`config.mk`:
```
export PLATFORM = sky130hd
export DESIGN_NAME = afe_mux_sequencer
export DESIGN_NICKNAME = d
export VERILOG_FILES = /design/src/design/afe_mux_sequencer_pkg.sv /design/src/design/afe_mux_sequencer.sv
export VERILOG_INCLUDE_DIRS = /design/src /design/src/design
export SDC_FILE = /design/constraint.sdc
export NUM_CORES = 1
export LEC_CHECK = 0
export BUFFER_PORTS_ARGS = -buffer_cell sky130_fd_sc_hd__buf_2
export CAP_MARGIN = 20
export CORE_ASPECT_RATIO = 2
export CORE_UTILIZATION = 52
export DETAILED_ROUTE_END_ITERATION = 10
export GPL_ROUTABILITY_DRIVEN = 0
export PLACE_DENSITY = 0.82
export SYNTH_ARGS = -nofsm -noshare
export SYNTH_HDL_FRONTEND = slang
export SYNTH_SLANG_ARGS = --single-unit
```
`constraint.sdc`:
```
create_clock -name pclk -period 4.15 [get_ports pclk]
set_clock_uncertainty 0.05 [all_clocks]
set_input_delay 0.6225 -clock pclk [delete_from_list [all_inputs] [get_ports pclk]]
set_output_delay 0.6225 -clock pclk [all_outputs]
set_load 0.05 [all_outputs]
```
`src/design/afe_mux_sequencer_consts.svh`:
```
/*
  Offsets, field positions, reset values and slot addresses of the front-end
  sequencer. Assumes a byte-addressed APB register window of 12 bits.
*/
`ifndef AFE_MUX_SEQUENCER_CONSTS_SVH
`define AFE_MUX_SEQUENCER_CONSTS_SVH

`define CTRL_OFS 12'h000
`define STAT_OFS 12'h004
`define SUM_OFS 12'h008

`define CTRL_NST_LSB 0
`define CTRL_NST_MSB 2
`define CTRL_DEC_BIT 3
`define CTRL_CHOP_LSB 4
`define CTRL_CHOP_MSB 5
`define CTRL_CME_BIT 6
`define CTRL_ALT_BIT 7
`define CTRL_EQU_LSB 8
`define CTRL_EQU_MSB 9

`define NST_RST 3'h4
`define DEC_RST 1'h1
`define SUM_RST 8'h01

`define SLOT_TEMP 7'h06
`define SLOT_BATT 7'h07
`define RESULT_SHIFT 9

`endif

```
`src/design/afe_mux_sequencer_pkg.sv`:
```
/*
  Types of the front-end sequencer: sequence phase, chopper mode and the
  packed state record. Assumes the constants header is compiled alongside.
*/
package afe_mux_sequencer_pkg;

  typedef enum logic [0:0] {
    SEQ_SETTLE = 1'b0,
    SEQ_CONV = 1'b1
  } seq_e;

  typedef enum logic [1:0] {
    CHOP_POS = 2'b00,
    CHOP_REV = 2'b01,
    CHOP_TOGGLE = 2'b10
  } chop_e;

  typedef struct packed {
    logic slow_q;
    seq_e seq;
    logic [1:0] mux_state;
    logic [1:0] conv_cnt;
    logic alt_active;
    logic alt_pending;
    logic [7:0] frame_cnt;
    logic swap;
    logic frame_sync;
    logic conv_start;
    logic mem_we;
    logic [6:0] mem_addr;
    logic [31:0] mem_wdata;
    logic batt_en;
    logic [2:0] nstates_cfg;
    logic dec_len;
    logic [1:0] chop_mode;
    logic cme;
    logic alt_req;
    logic [1:0] formula;
    logic [7:0] sum_frames;
    logic pready;
    logic [31:0] prdata;
    logic pslverr;
  } seq_state_s;

endpackage : afe_mux_sequencer_pkg

```
`src/design/afe_mux_sequencer.sv`:
```
/*
  Input multiplexer sequencer of a metering front end: steps the input
  selection through regular or alternate frames, starts conversions, stores
  decimator results into compute-engine data memory, drives the reference
  chopper and gates the cell-measure load. Registers sit on an APB slave.
  Assumes all inputs are synchronous to pclk, the slow crystal clock arrives
  as a sampled level, and the decimator result is valid when a conversion ends.
*/
// Our own choices: the APB register port and the register addresses.
`timescale 1ns/100ps
`include "afe_mux_sequencer_consts.svh"

module afe_mux_sequencer
  import afe_mux_sequencer_pkg::*;
(
  input wire logic pclk,
  input wire logic presetn,
  input wire logic clk_en,
  input wire logic psel,
  input wire logic penable,
  input wire logic pwrite,
  input wire logic [11:0] paddr,
  input wire logic [31:0] pwdata,
  output logic [31:0] prdata,
  output logic pready,
  output logic pslverr,
  input wire logic slow_crystal_clock,
  input wire logic main_power_ok,
  input wire logic [21:0] decim_result,
  output logic [1:0] mux_state,
  output logic alternate_frame,
  output logic conv_start,
  output logic mem_we,
  output logic [6:0] mem_addr,
  output logic [31:0] mem_wdata,
  output logic frame_sync,
  output logic reference_swap_signal,
  output logic battery_load_en
);

  seq_state_s st_q;
  seq_state_s st_d;
  logic tick;
  logic apb_acc;
  logic apb_done;
  logic [1:0] last_state;
  logic [1:0] last_conv;
  logic sum_last;
  logic alt_rise;

  // ----------------------------------------
  // Slot and frame decode
  // ----------------------------------------
  function automatic logic [6:0] slot_of(input logic alt, input logic [1:0] s);
    logic [6:0] a;
    a = {5'h00, s};
    if (alt && s == 2'h0) begin
      a = `SLOT_TEMP;
    end else if (alt && s == 2'h2) begin
      a = `SLOT_BATT;
    end
    // State 1 keeps phase one voltage in both frame kinds
    return a;
  endfunction : slot_of

  // Reserved counts above four clamp to four so a bad write cannot overrun
  always_comb begin
    if (st_q.nstates_cfg > 3'h4) begin
      last_state = 2'h3;
    end else if (st_q.nstates_cfg < 3'h2) begin
      last_state = 2'h1;
    end else begin
      last_state = st_q.nstates_cfg[1:0] - 2'h1;
    end
  end

  assign tick = slow_crystal_clock & ~st_q.slow_q;
  assign last_conv = st_q.dec_len ? 2'h2 : 2'h1;
  assign sum_last = (st_q.frame_cnt + 8'h01 >= st_q.sum_frames);
  assign apb_acc = psel & penable & ~st_q.pready;
  assign apb_done = psel & penable & st_q.pready;
  // Only a written 0-to-1 change of the request bit counts as a new request
  assign alt_rise = apb_done & pwrite & (paddr == `CTRL_OFS) & pwdata[`CTRL_ALT_BIT]
                    & ~st_q.alt_req;

  // ----------------------------------------
  // Next state
  // ----------------------------------------
  always_comb begin
    st_d = st_q;
    st_d.slow_q = slow_crystal_clock;
    st_d.conv_start = 1'b0;
    st_d.mem_we = 1'b0;
    st_d.pready = apb_acc;
    st_d.pslverr = 1'b0;
    st_d.prdata = 32'h0000_0000;
    if (apb_acc && !pwrite) begin
      if (paddr == `CTRL_OFS) begin
        st_d.prdata[`CTRL_NST_MSB:`CTRL_NST_LSB] = st_q.nstates_cfg;
        st_d.prdata[`CTRL_DEC_BIT] = st_q.dec_len;
        st_d.prdata[`CTRL_CHOP_MSB:`CTRL_CHOP_LSB] = st_q.chop_mode;
        st_d.prdata[`CTRL_CME_BIT] = st_q.cme;
        st_d.prdata[`CTRL_ALT_BIT] = st_q.alt_req;
        st_d.prdata[`CTRL_EQU_MSB:`CTRL_EQU_LSB] = st_q.formula;
      end else if (paddr == `STAT_OFS) begin
        st_d.prdata = {16'h0000, st_q.frame_cnt, st_q.batt_en, st_q.swap,
                       st_q.alt_pending, st_q.alt_active, st_q.seq,
                       st_q.frame_sync, st_q.mux_state};
      end else if (paddr == `SUM_OFS) begin
        st_d.prdata = {24'h000000, st_q.sum_frames};
      end else begin
        st_d.pslverr = 1'b1;
      end
    end else if (apb_acc) begin
      st_d.pslverr = !(paddr == `CTRL_OFS || paddr == `STAT_OFS
                       || paddr == `SUM_OFS);
    end
    if (apb_done && pwrite && paddr == `CTRL_OFS) begin
      st_d.nstates_cfg = pwdata[`CTRL_NST_MSB:`CTRL_NST_LSB];
      st_d.dec_len = pwdata[`CTRL_DEC_BIT];
      st_d.chop_mode = pwdata[`CTRL_CHOP_MSB:`CTRL_CHOP_LSB];
      st_d.cme = pwdata[`CTRL_CME_BIT];
      st_d.alt_req = pwdata[`CTRL_ALT_BIT];
      st_d.formula = pwdata[`CTRL_EQU_MSB:`CTRL_EQU_LSB];
    end else if (apb_done && pwrite && paddr == `SUM_OFS) begin
      st_d.sum_frames = pwdata[7:0];
    end

    if (tick && st_q.seq == SEQ_CONV) begin
      if (st_q.conv_cnt == last_conv) begin
        st_d.conv_cnt = 2'h0;
        st_d.mem_we = 1'b1;
        st_d.mem_addr = slot_of(st_q.alt_active, st_q.mux_state);
        if (st_q.dec_len) begin
          st_d.mem_wdata = {decim_result[21], decim_result, 9'h000};
        end else begin
          st_d.mem_wdata = {{2{decim_result[20]}}, decim_result[20:0], 9'h000};
        end
        if (st_q.mux_state == last_state) begin
          st_d.seq = SEQ_SETTLE;
          st_d.frame_sync = 1'b1;
          st_d.frame_cnt = sum_last ? 8'h00 : st_q.frame_cnt + 8'h01;
          case (st_q.chop_mode)
            CHOP_REV: st_d.swap = 1'b1;
            CHOP_TOGGLE: st_d.swap = sum_last ? st_q.swap : ~st_q.swap;
            default: st_d.swap = 1'b0;
          endcase
        end else begin
          st_d.mux_state = st_q.mux_state + 2'h1;
          st_d.conv_start = 1'b1;
        end
      end else begin
        st_d.conv_cnt = st_q.conv_cnt + 2'h1;
      end
    end else if (tick) begin
      st_d.seq = SEQ_CONV;
      st_d.frame_sync = 1'b0;
      st_d.mux_state = 2'h0;
      st_d.conv_cnt = 2'h0;
      st_d.conv_start = 1'b1;
      st_d.alt_active = st_q.alt_pending;
      st_d.alt_pending = 1'b0;
    end
    // A request rising in the boundary cycle survives the clear
    if (alt_rise) begin
      st_d.alt_pending = 1'b1;
    end
    st_d.batt_en = st_q.cme & main_power_ok;
  end

  // ----------------------------------------
  // State register
  // ----------------------------------------
  always_ff @(posedge pclk or negedge presetn) begin
    if (!presetn) begin
      st_q <= '0;
      st_q.nstates_cfg <= `NST_RST;
      st_q.dec_len <= `DEC_RST;
      st_q.sum_frames <= `SUM_RST;
    end else if (clk_en) begin
      st_q <= st_d;
    end
  end

  assign prdata = st_q.prdata;
  assign pready = st_q.pready;
  assign pslverr = st_q.pslverr;
  assign mux_state = st_q.mux_state;
  assign alternate_frame = st_q.alt_active;
  assign conv_start = st_q.conv_start;
  assign mem_we = st_q.mem_we;
  assign mem_addr = st_q.mem_addr;
  assign mem_wdata = st_q.mem_wdata;
  assign frame_sync = st_q.frame_sync;
  assign reference_swap_signal = st_q.swap;
  assign battery_load_en = st_q.batt_en;
endmodule : afe_mux_sequencer

```
==> results of run 1 <==
-- flip-flops by register name, summed over array words and instances (netlist names), 2 cells and up --
register / cells
st_q: 31
mem_wdata: 22
prdata: 16
mem_addr: 3
mux_state: 2
-- per-stage QoR --
stage | std cells | setup WS, ns
global route | 618 | 1.04
finish | 618 | 1.28
CTS | 617 | 1.30
detailed placement | 601 | 1.35
global placement | 601 | 1.37
floorplan | 481 | 1.69
-- power by group through the flow --
stage	sequential, mW	clock (mW)	combinational [mW]
after floorplan	1.07	0	0.929
after global placement	1.04	0	0.978
after detailed placement	1.05	0	0.998
after CTS	1.04	0.865	1.00
after global routing	1.06	0.899	1.07
final	1.03	0.848	0.996
-- kinds of logic after synthesis --
kind of cell,share of synthesized area
AND/OR/NAND/NOR,0.148
buffers and inverters,0.156
flip-flops,0.452
AO/OA/AOI/OAI,0.121
multiplexers,0.0718
adder cells (fa/ha/maj),0.0385
XOR/XNOR,0.0116
other,0.000824
-- routing by layer --
metal	up-vias	share of wire
met5	-	0
met3	31	0.037
li1	1561	-
met2	117	0.53
met4	0	0.050
met1	1625	0.38
-- cells in the final DEF, fill, tap and decap left out, drive strengths merged, types with 8 or more instances in the layout --
master / n
a22oi: 9
mux2: 23
o32ai: 8
nand2: 80
a21oi: 8
nand2b: 8
o21ai: 9
a22o: 13
dfrtp: 79
nor2: 18
clkbuf: 11
buf: 108
ha: 14
conb: 29
inv: 26
nand3: 9
-- synth_stat cells, drive strengths merged, types with 2 or more instances --
cell type and count:
nand2 80, a211oi 2, o21a 3, dfstp 3, clkbuf 8, ha 14
buf 79, xnor2 3, a22o 13, and3b 2, o32ai 8, nor2 18
inv 26, mux2 23, xor2 3, nand3 9, o2bb2ai 2, nor3 4
or4 3, and3 2, nor2b 4, a21oi 8, dfrtp 79, nand2b 8
a21o 5, o21ai 9, or2 2, nor3b 3, mux2i 3, a22oi 9
o31a 2
-- worst register-to-register path, cell delays in order (launching register included) --
cell and delay (ns):
dfrtp_1 0.45, ha_1 0.26, nand3_1 0.13, nor2_1 0.16, xor2_1 0.22, ha_1 0.28, a21o_1 0.18, a21oi_1 0.14
o31a_1 0.28, nor3b_2 0.43, a22o_1 0.23
-- layout make-up --
| cell class | instances | area [um^2] |
|---|---|---|
| tap | 100 | 125 |
| fill | 733 | 3460 |
| clock inverter | 5 | 77.6 |
| timing repair buffer | 108 | 576 |
| sequential | 82 | 2060 |
| multi-input combinational | 286 | 1890 |
| inverter | 26 | 97.6 |
| clock buffer | 11 | 243 |
-- how the worst min path moves through the flow --
stage | start | endpoint | slack [ns] | cells after the start
6_report | presetn | mem_wdata[18]$_DFFE_PN0P_ | 0.05 | 1
5_1_grt | presetn | mem_wdata[17]$_DFFE_PN0P_ | 0.04 | 1
4_1_cts | mem_wdata[23]$_DFFE_PN0P_ | mem_wdata[23]$_DFFE_PN0P_ | 0.42 | 2
3_5_place_dp | mem_wdata[23]$_DFFE_PN0P_ | mem_wdata[23]$_DFFE_PN0P_ | 0.41 | 2
3_3_place_gp | mem_wdata[16]$_DFFE_PN0P_ | mem_wdata[16]$_DFFE_PN0P_ | 0.40 | 2
2_1_floorplan | presetn | alternate_frame$_DFFE_PN0P_ | 0.28 | 0
==> flow_metrics.py, run 1 <==
metrics = {
    "outcome": {
        "status": "complete, no violations",
    },
    "clock_network": {
        "cts_resized": 0,
        "cts_buffer_depth": 2,
        "clkSlewWorstSetupHoldPaths_ns": 0.06,
        "cts_tree": "done",
        "numCtsBuffers": 9,
        "clockRootBuffer": "clkbuf_16",
        "cts_setup_buffers": 0,
        "clock_latency_ns": 0.33,
        "cts_sinks": 82,
        "cts_hold_buffers": 0,
        "cts_max_level": 3,
    },
    "timing": {
        "timing.fmax_ghz": 0.348,
        "tightest_slew_ns": 0.957,
        "hold_viol": 0,
        "timing.final.crit_period_ns": 2.87,
        "whs_ns": 0.0540,
        "setup_tns_ns": 0,
        "period_share": 0.692,
        "setup_viol": 0,
        "rsz0062_at_grt": "no",
        "final_max_slew_viol_count": 0,
        "slew_headroom": 0.361,
    },
    "worst_setup_path": {
        "cpMostUsedCell": "ha_1",
        "r2r-start": "st_q[96]$_DFFE_PN0P_",
        "crit_family": "compound AO/OA/AOI/OAI gates",
        "path_cells": "ha_1 > nand3_1 > nor2_1 > xor2_1 > ha_1 > a21o_1 > a21oi_1 > o31a_1 > nor3b_2 > a22o_1",
        "arrival_ns": 3.09,
        "path_buf_inv": 0,
        "crit_end": "st_q[101]$_DFFE_PN0P_",
        "reg2regPathDepth": 10,
        "crit_cells": 10,
        "critPathMaxStageDelay_ns": 0.45,
        "worstSetupPathType": "register to register",
        "cp-startpoint": "st_q[96]$_DFFE_PN0P_",
        "cp-start-kind": "register",
        "crit_path_max_fanout": 7,
        "crit_path_top_delay_cell": "dfrtp_1",
        "worstReg2RegEnd": "st_q[101]$_DFFE_PN0P_",
        "cp.required_ns": 4.36,
        "setup.worst_path.end_class": "register",
        "r2r_slack_ns": 1.28,
    },
    "grt": {
        "grt-busiest-layer": "met2",
        "grtUsageMet2": 0.397,
        "grtUsageTotal": 0.227,
        "grt_pass1_wl_um": 15300,
        "grt_pass1_vias": 3324,
        "grt_remaining_overflow": 0,
        "antenna_found_initial": 0,
        "grtUsageMet1": 0.231,
        "grt_max_degree": 83,
        "met3_usage": 0.0374,
    },
    "drt": {
        "drt_pre_antenna_iters": 4,
        "detail-route-antenna-nets": 0,
        "wire_per_inst_um": 15.6,
        "wirelength_um": 9670,
        "vias": 3334,
        "drt_iter0_drc": 202,
        "drc": 0,
        "drt-vias-per-instance": 5.39,
    },
    "pwr": {
        "p_sw_mw": 1.17,
        "ir_drop_v": 0.000256,
        "pwr-share-comb": 0.346,
        "p_sw_frac": 0.405,
        "power_density_nw_per_um2": 568,
        "seq_power_share": 0.359,
        "total_power_mw": 2.88,
        "power_frac_clock": 0.295,
        "p_int_mw": 1.71,
        "p_leak_nw": 2.71,
    },
    "layout": {
        "fin_util": 0.594,
        "n_antenna_cell": 0,
        "design_area_um2": 5060,
        "areaGrowthSynthToFinish_pct": 11.3,
        "nNetsFinal": 601,
        "layout-drive-gt1-share": 0.309,
    },
    "yosys": {
        "async_flop_share": 1.00,
        "synth-main-ff-cell": "dfrtp_1",
        "ys_types": 57,
        "synth_seq_cells": 82,
        "synth_top_area_cell": "dfrtp_1",
        "postSynthCellCount": 453,
        "synth_top_area_frac": 0.434,
        "synth-edff-count": 0,
        "postSynthAreaPerCell_um2": 10.0,
        "synth_seq_area_share": 0.452,
        "ys_warn_count": 0,
        "ys_top_cells_by_area": "dfrtp_1 (43%), buf_4 (12%), nand2_1 (6.5%)",
        "syn_area_um2": 4550,
    },
    "placed_design": {
        "place_area_um2": 4720,
        "dp_hpwl_um": 7110,
        "io_buffers": 103,
    },
    "die": {
        "dieHeight_um": 134,
        "die_w_um": 68.2,
        "coreArea_um2": 8530,
        "num_rows": 48,
        "start_util": 0.534,
        "fp.dieArea_um2": 9150,
        "pin_count": 155,
    },
    "hold_path": {
        "hp-class": "input port to asynchronous set/reset pin",
    },
    "job": {
        "max-cap-violations": 0,
    },
}
Power figures use the tool's default switching activity.
==> run 2: changes to the inputs <==
Settings changed: CORE_UTILIZATION 52 to 46, PLACE_DENSITY 0.82 to 0.77.
Clock period 4.15 ns to 2.6 ns, I/O delays scaled along.
==> run 2 against run 1 <==
  * Clock-buffer cell count unchanged
  * Hold slack better by 0.15 ns
  * Sequential share of layout area down 0.76 points
  * Combinational power up 62%
  * First-iteration DRC count down 20%
==> flow_metrics.py, run 2 (synthesized netlist as in run 1, its figures left out) <==
metrics = {
    "layout": {
        "final_cells": 658,
        "final_cell_mix": "buf_2 (102), nand2_1 (79), dfrtp_1 (78)",
        "n_antenna_cell": 0,
        "ff_latch_area_um2": 2060,
        "final_common_cell": "buf_2",
        "layout-drive-gt1-share": 0.319,
        "nNetsFinal": 609,
        "areaGrowthSynthToFinish_pct": 13.5,
        "largest_register_ffs": 31,
        "fillers": 895,
        "top_register": "st_q",
        "multi_input_area_um2": 1900,
    },
    "job": {
        "max-cap-violations": 0,
    },
    "die": {
        "pin_count": 155,
        "num_rows": 51,
        "dieHeight_um": 143,
        "coreArea_um2": 9700,
        "fp.dieArea_um2": 10300,
        "die_w_um": 72.3,
        "start_util": 0.469,
    },
    "worst_setup_path": {
        "cp.required_ns": 2.77,
        "crit_path_max_fanout": 5,
        "arrival_ns": 2.67,
        "r2r_slack_ns": 0.09,
        "cp-start-kind": "register",
        "worstSetupPathType": "register to register",
        "setup.worst_path.end_class": "register",
    },
    "drt": {
        "drc": 0,
        "vias": 3316,
        "drt_iter0_drc": 161,
        "wire_per_inst_um": 15.0,
        "drt-vias-per-instance": 5.04,
        "drt_pre_antenna_iters": 4,
        "detail-route-antenna-nets": 0,
        "wirelength_um": 9900,
    },
    "grt": {
        "grtUsageTotal": 0.201,
        "antenna_found_initial": 0,
        "grt_pass1_vias": 3363,
        "grt_max_degree": 50,
        "grt_remaining_overflow": 0,
        "grt_pass1_wl_um": 15800,
    },
    "outcome": {
        "status": "complete, no violations",
    },
    "pwr": {
        "ir_drop_v": 0.000412,
        "power_density_nw_per_um2": 886,
        "p_leak_nw": 2.75,
        "total_power_mw": 4.58,
    },
    "timing": {
        "timing.fmax_ghz": 0.399,
        "final_max_slew_viol_count": 0,
        "setup_tns_ns": 0,
        "fin_ws_ns": 0.0930,
        "tightest_slew_ns": 0.991,
        "hold_viol": 0,
        "period_share": 0.964,
        "setup_viol": 0,
        "timing.final.crit_period_ns": 2.51,
        "slew_headroom": 0.338,
    },
    "placed_design": {
        "dpl.cell_count": 639,
        "dp_hpwl_um": 7510,
        "place_ws_ns": 0.108,
        "io_buffers": 103,
    },
    "clock_network": {
        "clock_latency_ns": 0.33,
        "cts_sinks": 82,
        "cts_buffer_depth": 2,
        "cts_max_level": 3,
        "clockRootBuffer": "clkbuf_16",
        "cts_tree": "done",
        "clkSlewWorstSetupHoldPaths_ns": 0.06,
        "numCtsBuffers": 9,
    },
    "hold_path": {
        "hp-class": "input port to register",
    },
}
-- run 2: cell count changes in the layout (fill, tap and decap cells not counted), sizes merged --
cell         before  now
dlygate4sd3       0    1
buf             108  115
clkinv            2    3
clkinvlp          1    0
-- run 2: timing repair --
action	CTS	global route
endpoints found under the setup margin	0	8
hold buffers	1	0
resized for setup	0	3
endpoints found under the hold margin	30	0
buffers inserted	0	2
-- run 2: per-layer routing --
metal | vias up | part of all wire | global-route usage
li1 | 1577 | - | -
met5 | - | 0 | 0
met4 | 0 | 0.036 | 0.112
met1 | 1592 | 0.37 | 0.207
met3 | 20 | 0.043 | 0.0360
met2 | 127 | 0.55 | 0.370
-- run 2: path summary, 6_finish.rpt --
kind,start,end,cells past startpoint
worst min-delay path,decim_result[18],mem_wdata[27]$_DFFE_PN0P_,3
worst max-delay path,st_q[96]$_DFFE_PN0P_,st_q[101]$_DFFE_PN0P_,10
max in group asynchronous,presetn,st_q[97]$_DFFE_PN0P_,3
worst max register to register,st_q[96]$_DFFE_PN0P_,st_q[101]$_DFFE_PN0P_,10
min in group asynchronous,presetn,mem_wdata[14]$_DFFE_PN0P_,2
worst min register to register,mem_wdata[13]$_DFFE_PN0P_,mem_wdata[13]$_DFFE_PN0P_,2
-- run 2: worst max-delay path: stages, from the launching register on --
cell,delay (ns)
dfrtp_1,0.44
and3_1,0.20
nand3_1,0.17
nor2_1,0.08
xor2_1,0.18
ha_1,0.30
nand3_1,0.07
o31a_1,0.25
buf_4,0.16
a211o_1,0.29
a22o_1,0.19
-- run 2: layout make-up --
cell class,count,share of cell area
Clock buffer,11,0.0451
Clock inverter,5,0.0153
Inverter,26,0.0189
Multi-Input combinational cell,286,0.368
Sequential cell,82,0.398
Tap cell,132,0.0320
Timing Repair Buffer,116,0.122
-- run 2: report_power, final --
group	switching, mW	internal [mW]
Combinational	1.24	0.368
Clock	0.475	0.839
Sequential	0.152	1.51
Total	1.86	2.71
-- run 2: metrics by stage --
| step | hold WS [ns] | area (um^2) | util |
|---|---|---|---|
| after detailed placement | 0.329 | 4810 | 0.496 |
| after global routing | 0.203 | 5160 | 0.533 |
| after CTS | 0.189 | 5140 | 0.530 |
| after floorplan | 0.0444 | 4660 | - |
| after global placement | 0.316 | 4810 | 0.496 |
| final | 0.199 | 5160 | 0.533 |
